[config.mk]
export PLATFORM = sky130hd
export DESIGN_NAME = pmc_top
export DESIGN_NICKNAME = d
export VERILOG_FILES = /design/src/inc/pmc_pkg.sv /design/src/rtl/pmc_sync.sv /design/src/rtl/pmc_top.sv
export SDC_FILE = /design/constraint.sdc
export NUM_CORES = 1
export LEC_CHECK = 0
export ABC_AREA = 1
export BUFFER_PORTS_ARGS = -buffer_cell sky130_fd_sc_hd__buf_2
export CAP_MARGIN = 20
export CORE_ASPECT_RATIO = 1.25
export CORE_MARGIN = 2
export CORE_UTILIZATION = 24
export DETAILED_ROUTE_END_ITERATION = 8
export SETUP_SLACK_MARGIN = 0.02
export SLEW_MARGIN = 20
export SYNTH_ARGS = -nofsm -noshare
export SYNTH_HDL_FRONTEND = slang
export SYNTH_SLANG_ARGS = --single-unit
export TNS_END_PERCENT = 50
[constraint.sdc]
create_clock -name i_core_clk -period 2.56 [get_ports i_core_clk]
set_clock_uncertainty 0.05 [all_clocks]
set_input_delay 0.768 -clock i_core_clk [delete_from_list [all_inputs] [get_ports i_core_clk]]
set_output_delay 0.768 -clock i_core_clk [all_outputs]
set_load 0.05 [all_outputs]
[src/inc/pmc_pkg.sv]
// Package for the power mode controller: modes, pin states, timing.
// Assumes a 25 MHz core clock standing in for the oscillator input.
package pmc_pkg;
  typedef enum logic [2:0] {
    PMC_RESET = 3'h0,
    PMC_RUN = 3'h1,
    PMC_IDLE = 3'h2,
    PMC_IDLE_RST = 3'h3,
    PMC_PDOWN = 3'h4,
    PMC_WAKE = 3'h5,
    PMC_EMUL = 3'h6
  } pmc_mode_type;

  typedef struct packed {
    logic addr_latch_strobe;
    logic program_fetch_strobe;
    logic strobe_weak;
    logic port0_float;
    logic port2_address;
    logic ports_weak;
  } pmc_pins_type;

  localparam int PMC_CYC_W = 3;
  localparam logic [PMC_CYC_W-1:0] PMC_PHASES_PER_CYCLE = 3'h6;
  localparam logic [PMC_CYC_W-1:0] PMC_LAST_PHASE = 3'h5;
  localparam logic [PMC_CYC_W-1:0] PMC_HALF_PHASE = 3'h3;
  localparam logic [3:0] PMC_RST_TICKS = 4'hc;
  localparam logic [4:0] PMC_PIN_IDLE = 5'h0f;
  localparam logic [1:0] PMC_RST_CYCLES = 2'h2;
  localparam logic [1:0] PMC_IDLE_RST_CYCLES = 2'h2;
  localparam int PMC_SETTLE_MS = 10;
  localparam int PMC_CLK_KHZ = 25000;
  localparam int PMC_SETTLE_CYC = PMC_SETTLE_MS * PMC_CLK_KHZ / 12;
endpackage

[src/rtl/pmc_sync.sv]
// Two-stage synchroniser for a group of pin inputs.
// Assumes the inputs are asynchronous to i_core_clk.
`timescale 1ns/100ps
module pmc_sync #(
  parameter int W = 1,
  parameter logic [W-1:0] RST_VAL = '0
) (
  input wire logic i_core_clk,
  input wire logic i_resetn,
  input wire logic [W-1:0] i_async,
  output logic [W-1:0] o_sync
);
  logic [W-1:0] meta_reg;
  always_ff @(posedge i_core_clk) begin
    if (!i_resetn) begin
      meta_reg <= RST_VAL;
      o_sync <= RST_VAL;
    end else begin
      meta_reg <= i_async;
      o_sync <= meta_reg;
    end
  end
endmodule

[src/rtl/pmc_top.sv]
// Power mode controller: idle, power down and emulation mode sequencing.
// Assumes pins are asynchronous; i_resetn is only a simulation reset.
// Behaviour
// - Internal phase clock is the oscillator input divided by two.
// - Idle request stops processor execution; peripherals keep their enable.
// - Idle keeps RAM and register contents by freezing their write enables.
// - Idle ends on any enabled interrupt or hardware reset.
// - Reset during idle lets execution run up to two machine cycles.
// - In that window RAM writes are blocked, port writes are not.
// - Power down request stops the oscillator after the requesting instruction.
// - Power down keeps RAM and register values.
// - Power down ends on hardware reset or external interrupt.
// - Reset exit reinitialises registers but keeps RAM; interrupt keeps both.
// - Interrupt wake needs enabled level irq; low restarts, high completes.
// - After wake interrupt, execution resumes after the power down instruction.
// - Idle: strobes at one, port 0 floats and port 2 addresses if external.
// - Power down: strobes at zero, port 0 floats if external program.
// - Emulation floats port 0, weakly pulls others and strobes, oscillator on.
// - Ordinary reset leaves emulation mode.
// - Outside idle and power down, reset recognised only when high for two machine cycles, oscillator on.
// - Normal operation pulses address strobe at one sixth oscillator rate.
`timescale 1ns/100ps
module pmc_top (
  input wire logic i_core_clk,
  input wire logic i_resetn,
  input wire logic i_rst_pin,
  input wire logic i_ext_irq_zero_n,
  input wire logic i_ext_irq_one_n,
  input wire logic i_irq_zero_en,
  input wire logic i_irq_one_en,
  input wire logic i_irq_zero_level,
  input wire logic i_irq_one_level,
  input wire logic i_any_irq,
  input wire logic i_idle_req,
  input wire logic i_pdown_req,
  input wire logic i_ext_program,
  input wire logic i_ale_sense_n,
  input wire logic i_fetch_sense_n,
  output logic o_osc_run,
  output logic o_phase_en,
  output logic o_cpu_run,
  output logic o_periph_run,
  output logic o_ram_wr_en,
  output logic o_port_wr_en,
  output logic o_regs_init,
  output logic o_resume_next,
  output pmc_pkg::pmc_pins_type o_pins,
  output pmc_pkg::pmc_mode_type o_mode
);
  logic [4:0] pin_sync;
  logic rst_s, irq0_s, irq1_s, ale_s, fetch_s;

  pmc_sync #(.W(5), .RST_VAL(pmc_pkg::PMC_PIN_IDLE)) u_sync (
    .i_core_clk(i_core_clk),
    .i_resetn(i_resetn),
    .i_async({i_rst_pin, i_ext_irq_zero_n, i_ext_irq_one_n,
              i_ale_sense_n, i_fetch_sense_n}),
    .o_sync(pin_sync)
  );
  assign {rst_s, irq0_s, irq1_s, ale_s, fetch_s} = pin_sync;

  pmc_pkg::pmc_mode_type mode_reg, mode_next;
  logic div2_reg;
  logic [2:0] phase_reg;
  logic [3:0] rst_cnt_reg;
  logic [1:0] win_cnt_reg;
  logic cycle_end, rst_seen, ale_pulse;
  logic wake_zero, wake_one, wake_low, wake_high;
  logic once_strap;

  // Divide by two
  always_ff @(posedge i_core_clk) begin
    if (!i_resetn) begin
      div2_reg <= 1'b0;
    end else if (o_osc_run) begin
      div2_reg <= ~div2_reg;
    end
  end

  wire phase_tick = o_osc_run & div2_reg;
  assign cycle_end = phase_tick & (phase_reg == pmc_pkg::PMC_LAST_PHASE);

  always_ff @(posedge i_core_clk) begin
    if (!i_resetn) begin
      phase_reg <= '0;
    end else if (phase_tick) begin
      phase_reg <= cycle_end ? '0 : phase_reg + 3'h1;
    end
  end

  // Reset pin held high for two machine cycles with oscillator running
  always_ff @(posedge i_core_clk) begin
    if (!i_resetn || !rst_s) begin
      rst_cnt_reg <= '0;
    end else if (phase_tick && rst_cnt_reg != pmc_pkg::PMC_RST_TICKS) begin
      rst_cnt_reg <= rst_cnt_reg + 4'h1;
    end
  end
  assign rst_seen = rst_cnt_reg == pmc_pkg::PMC_RST_TICKS;

  // Enabled level-sensitive external interrupt wake sources
  assign wake_zero = i_irq_zero_en & i_irq_zero_level;
  assign wake_one = i_irq_one_en & i_irq_one_level;
  assign wake_low = (wake_zero & ~irq0_s) | (wake_one & ~irq1_s);
  assign wake_high = ~((wake_zero & ~irq0_s) | (wake_one & ~irq1_s));

  // Emulation strap: address strobe low, fetch high, at reset release
  assign once_strap = ~ale_s & fetch_s;

  always_comb begin
    mode_next = mode_reg;
    case (mode_reg)
      pmc_pkg::PMC_RESET: begin
        if (!rst_s) begin
          mode_next = once_strap ? pmc_pkg::PMC_EMUL : pmc_pkg::PMC_RUN;
        end
      end
      pmc_pkg::PMC_RUN: begin
        if (rst_seen) begin
          mode_next = pmc_pkg::PMC_RESET;
        end else if (i_pdown_req) begin
          mode_next = pmc_pkg::PMC_PDOWN;
        end else if (i_idle_req) begin
          mode_next = pmc_pkg::PMC_IDLE;
        end
      end
      pmc_pkg::PMC_IDLE: begin
        if (rst_s) begin
          mode_next = pmc_pkg::PMC_IDLE_RST;
        end else if (i_any_irq) begin
          mode_next = pmc_pkg::PMC_RUN;
        end
      end
      pmc_pkg::PMC_IDLE_RST: begin
        if (rst_seen || win_cnt_reg == pmc_pkg::PMC_IDLE_RST_CYCLES) begin
          mode_next = pmc_pkg::PMC_RESET;
        end
      end
      pmc_pkg::PMC_PDOWN: begin
        if (rst_s) begin
          mode_next = pmc_pkg::PMC_RESET;
        end else if (wake_low) begin
          mode_next = pmc_pkg::PMC_WAKE;
        end
      end
      pmc_pkg::PMC_WAKE: begin
        if (rst_seen) begin
          mode_next = pmc_pkg::PMC_RESET;
        end else if (wake_high) begin
          mode_next = pmc_pkg::PMC_RUN;
        end
      end
      pmc_pkg::PMC_EMUL: begin
        if (rst_seen) begin
          mode_next = pmc_pkg::PMC_RESET;
        end
      end
      default: mode_next = pmc_pkg::PMC_RESET;
    endcase
  end

  always_ff @(posedge i_core_clk) begin
    if (!i_resetn) begin
      mode_reg <= pmc_pkg::PMC_RESET;
    end else begin
      mode_reg <= mode_next;
    end
  end

  // Machine cycles run after reset arrives in idle
  always_ff @(posedge i_core_clk) begin
    if (!i_resetn || mode_reg != pmc_pkg::PMC_IDLE_RST) begin
      win_cnt_reg <= '0;
    end else if (cycle_end) begin
      win_cnt_reg <= win_cnt_reg + 2'h1;
    end
  end

  // Address strobe pulse, two per machine cycle
  assign ale_pulse = (phase_reg == '0) ||
    (phase_reg == pmc_pkg::PMC_HALF_PHASE);

  wire is_run = mode_next == pmc_pkg::PMC_RUN;
  wire is_idle = mode_next == pmc_pkg::PMC_IDLE;
  wire is_win = mode_next == pmc_pkg::PMC_IDLE_RST;
  wire is_pd = mode_next == pmc_pkg::PMC_PDOWN;
  wire is_emul = mode_next == pmc_pkg::PMC_EMUL;
  wire is_rst = mode_next == pmc_pkg::PMC_RESET;

  pmc_pkg::pmc_pins_type pins_next;
  always_comb begin
    pins_next = '0;
    pins_next.addr_latch_strobe = ale_pulse;
    pins_next.program_fetch_strobe = 1'b1;
    if (is_idle) begin
      pins_next.addr_latch_strobe = 1'b1;
      pins_next.program_fetch_strobe = 1'b1;
      pins_next.port0_float = i_ext_program;
      pins_next.port2_address = i_ext_program;
    end else if (is_pd || mode_next == pmc_pkg::PMC_WAKE) begin
      pins_next.addr_latch_strobe = 1'b0;
      pins_next.program_fetch_strobe = 1'b0;
      pins_next.port0_float = i_ext_program;
    end else if (is_emul) begin
      pins_next.addr_latch_strobe = 1'b1;
      pins_next.program_fetch_strobe = 1'b1;
      pins_next.strobe_weak = 1'b1;
      pins_next.port0_float = 1'b1;
      pins_next.ports_weak = 1'b1;
    end
  end

  // Registered outputs
  always_ff @(posedge i_core_clk) begin
    if (!i_resetn) begin
      o_osc_run <= 1'b1;
      o_phase_en <= 1'b0;
      o_cpu_run <= 1'b0;
      o_periph_run <= 1'b0;
      o_ram_wr_en <= 1'b0;
      o_port_wr_en <= 1'b0;
      o_regs_init <= 1'b1;
      o_resume_next <= 1'b0;
      o_pins <= '0;
      o_mode <= pmc_pkg::PMC_RESET;
    end else begin
      o_osc_run <= ~is_pd;
      o_phase_en <= phase_tick;
      o_cpu_run <= is_run | is_win;
      o_periph_run <= ~is_pd & ~is_rst;
      o_ram_wr_en <= is_run;
      o_port_wr_en <= is_run | is_win;
      o_regs_init <= is_rst;
      o_resume_next <= mode_reg == pmc_pkg::PMC_WAKE && is_run;
      o_pins <= pins_next;
      o_mode <= mode_next;
    end
  end
endmodule

==> impl_metrics.py <==
metrics = {
    "status": {
        "status": "completed",
    },
    "timing": {
        "rsz0062_at_grt": "false",
        "worstMarginPinSlew_ns": 0.383,
        "drv_slew": 0,
        "slew_headroom_pct": 74.4,
        "hold_viol": 0,
        "setup_viol": 0,
        "post-route-min-period_ns": 1.93,
        "timing.fmax_mhz": 517,
        "period_share_pct": 75.5,
        "fin_ws_ns": 0.627,
        "finalSetupTns_ns": 0,
    },
    "critical_path": {
        "path_cells": "buf_2",
        "crit_path_max_fanout": 8,
        "cp-end-kind": "primary output",
        "cp_slowest_cell": "dfxtp_1",
        "cp-start-kind": "flop",
        "crit_family": "flip-flops",
        "cp.arrival_ns": 1.12,
        "path_buf_inv": 1,
        "required_ns": 1.74,
        "cp_slowest_stage_delay_ns": 0.50,
        "worstSetupPathType": "reg2out",
    },
    "floorplan": {
        "die-area_um2": 6910,
        "core-area_um2": 6130,
        "die_w_um": 74.7,
        "die_h_um": 92.4,
        "num_rows": 32,
        "ioPinCount": 32,
        "start_util_pct": 24.5,
    },
    "yosys": {
        "syn-num-nets": 218,
        "synthTopCellsByArea": "dfxtp_1 47%, nand2_1 9.7%, nor2_1 7.8%",
        "synth-seq-cells": 35,
        "synth_edf_count": 0,
        "synth_commonest_cells": "39 x nand2_1, 35 x dfxtp_1, 31 x nor2_1",
        "ys.flop_type": "dfxtp_1",
        "avgSynthCellArea_um2": 7.66,
        "yosysWarnings": 0,
        "ys_seq_area_share_pct": 46.7,
        "syn_inst": 196,
        "yosysMostFrequentCell": "nand2_1",
        "async_reset_ff_share_pct": 0,
        "yosysUniqueCellTypes": 22,
        "syn_area_um2": 1500,
        "synth_top_area_share_pct": 46.7,
        "synth_area_leader_cell": "dfxtp_1",
    },
    "grt": {
        "globalRouteOverflowTotal": 0,
        "antenna_found_initial": 0,
        "grt_use_total_pct": 9.51,
        "grt_first_pass_wirelength_um": 5040,
        "first_global_vias": 1169,
        "grt_start_max_net_pins": 16,
    },
    "run": {
        "drv_cap": 0,
    },
    "power": {
        "total_power_w": 0.00157,
        "ir_worst_vdd_mv": 0.368,
        "p_leak_nw": 0.914,
        "powerDensity_nw_per_um2": 851,
    },
    "drt": {
        "avgRoutedWirePerCell_um": 9.75,
        "drt_iter0_drc": 58,
        "drt_first_pass_iters": 4,
        "num_vias": 1275,
        "drtAntennaViolNets": 0,
        "routed_wl_um": 3080,
        "drc": 0,
        "routed_via_density": 4.03,
    },
    "place": {
        "pre_cts_slack_ns": 0.769,
        "place_area_um2": 1740,
        "place_congestion": 0.815,
        "port_buffers": 31,
        "hpwl_um": 2380,
    },
    "layout": {
        "antenna_cells": 0,
        "postLayoutCellArea_um2": 1840,
        "nNetsFinal": 252,
        "fillers": 670,
        "drive_gt1_share_pct": 23.8,
        "syn2layout_area_growth_pct": 22.6,
        "fin_util_pct": 30.0,
        "multi_input_area_um2": 688,
        "seqCellArea_um2": 701,
    },
    "cts": {
        "numCtsBuffers": 5,
        "insertion_delay_ns": 0.29,
        "cts_hold_buf": 0,
        "cts.path.max_buffers": 2,
        "cts_resized": 0,
        "clk_pin_slew_ns": 0.07,
        "cts.sinks": 35,
        "cts_tree": "built",
        "cts-root-buf": "clkbuf_8",
        "h-tree-depth": 2,
        "post-cts-setup-buffers": 0,
    },
    "hold_path": {
        "hp-class": "reg2reg",
    },
}
==> cell type report <==
type	count	area share, %
clock buffer	8	5.44
inverter	24	4.89
multi-input combinational	133	37.4
sequential	35	38.1
timing repair buffer	31	8.43
tap	85	5.78
==> placed cells by master, fill, tap and decap left out <==
| master | instances |
|---|---|
| nand2_1 | 39 |
| dfxtp_1 | 35 |
| nor2_1 | 31 |
| buf_2 | 31 |
| inv_1 | 22 |
| nand3_1 | 18 |
| a21oi_1 | 8 |
| or2_2 | 8 |
| ha_1 | 7 |
| clkbuf_8 | 7 |
| o21ai_0 | 5 |
| nor2_2 | 3 |
| nand3b_1 | 3 |
| nor3_1 | 3 |
| inv_2 | 2 |
| nand3_2 | 2 |
| nand3_4 | 1 |
| nor2_4 | 1 |
| and3_1 | 1 |
| a211oi_1 | 1 |
| nand4_1 | 1 |
| a21o_1 | 1 |
| clkbuf_1 | 1 |
==> logic make-up (layout without fill, tap and decap cells) <==
kind of cell / after synthesis / count (layout) / synth area share [%]
AOI/OAI and AO/OA: 15 / 15 / 5.33
adders and majority gates: 7 / 7 / 5.83
buffers and inverters: 28 / 63 / 7.50
DFF: 35 / 35 / 46.7
and+or+nand+nor: 111 / 111 / 34.7
==> worst paths after layout <==
| path | start | endpoint | slack [ns] | depth (start not counted) |
|---|---|---|---|---|
| setup / recovery | o_mode[2]$_SDFF_PN0_ | o_mode[2] | 0.63 | 1 |
| setup reg to reg | rst_cnt_reg[0]$_SDFFE_PP0P_ | o_regs_init$_SDFF_PN1_ | 0.88 | 10 |
| hold / removal | u_sync.meta_reg[4]$_SDFF_PN0_ | u_sync.o_sync[4]$_SDFF_PN0_ | 0.36 | 2 |
| hold reg to reg | u_sync.meta_reg[4]$_SDFF_PN0_ | u_sync.o_sync[4]$_SDFF_PN0_ | 0.36 | 2 |
==> where the power goes <==
group | internal (W) | switching (W) | leakage, nW
logic | 0.000117 | 0.000360 | 0.574
registers | 0.000608 | 0.0000416 | 0.288
clock network | 0.000245 | 0.000193 | 0.0515
total | 0.000971 | 0.000595 | 0.914
==> through the flow <==
step	hold WS, ns	instances
detailed placement	0.349	308
finish	0.363	316
CTS	0.367	316
floorplan	0.340	196
global placement	0.342	308
global route	0.385	316
==> routing by layer <==
metal	up-vias	global-route usage [%]	part of all wire, %
met4	0	5.21	2.4
met5	-	0	0
met2	24	14.7	48
met3	7	2.29	4.3
li1	681	-	-
met1	563	11.9	46
Note: power is estimated with default switching activity, not from simulation.
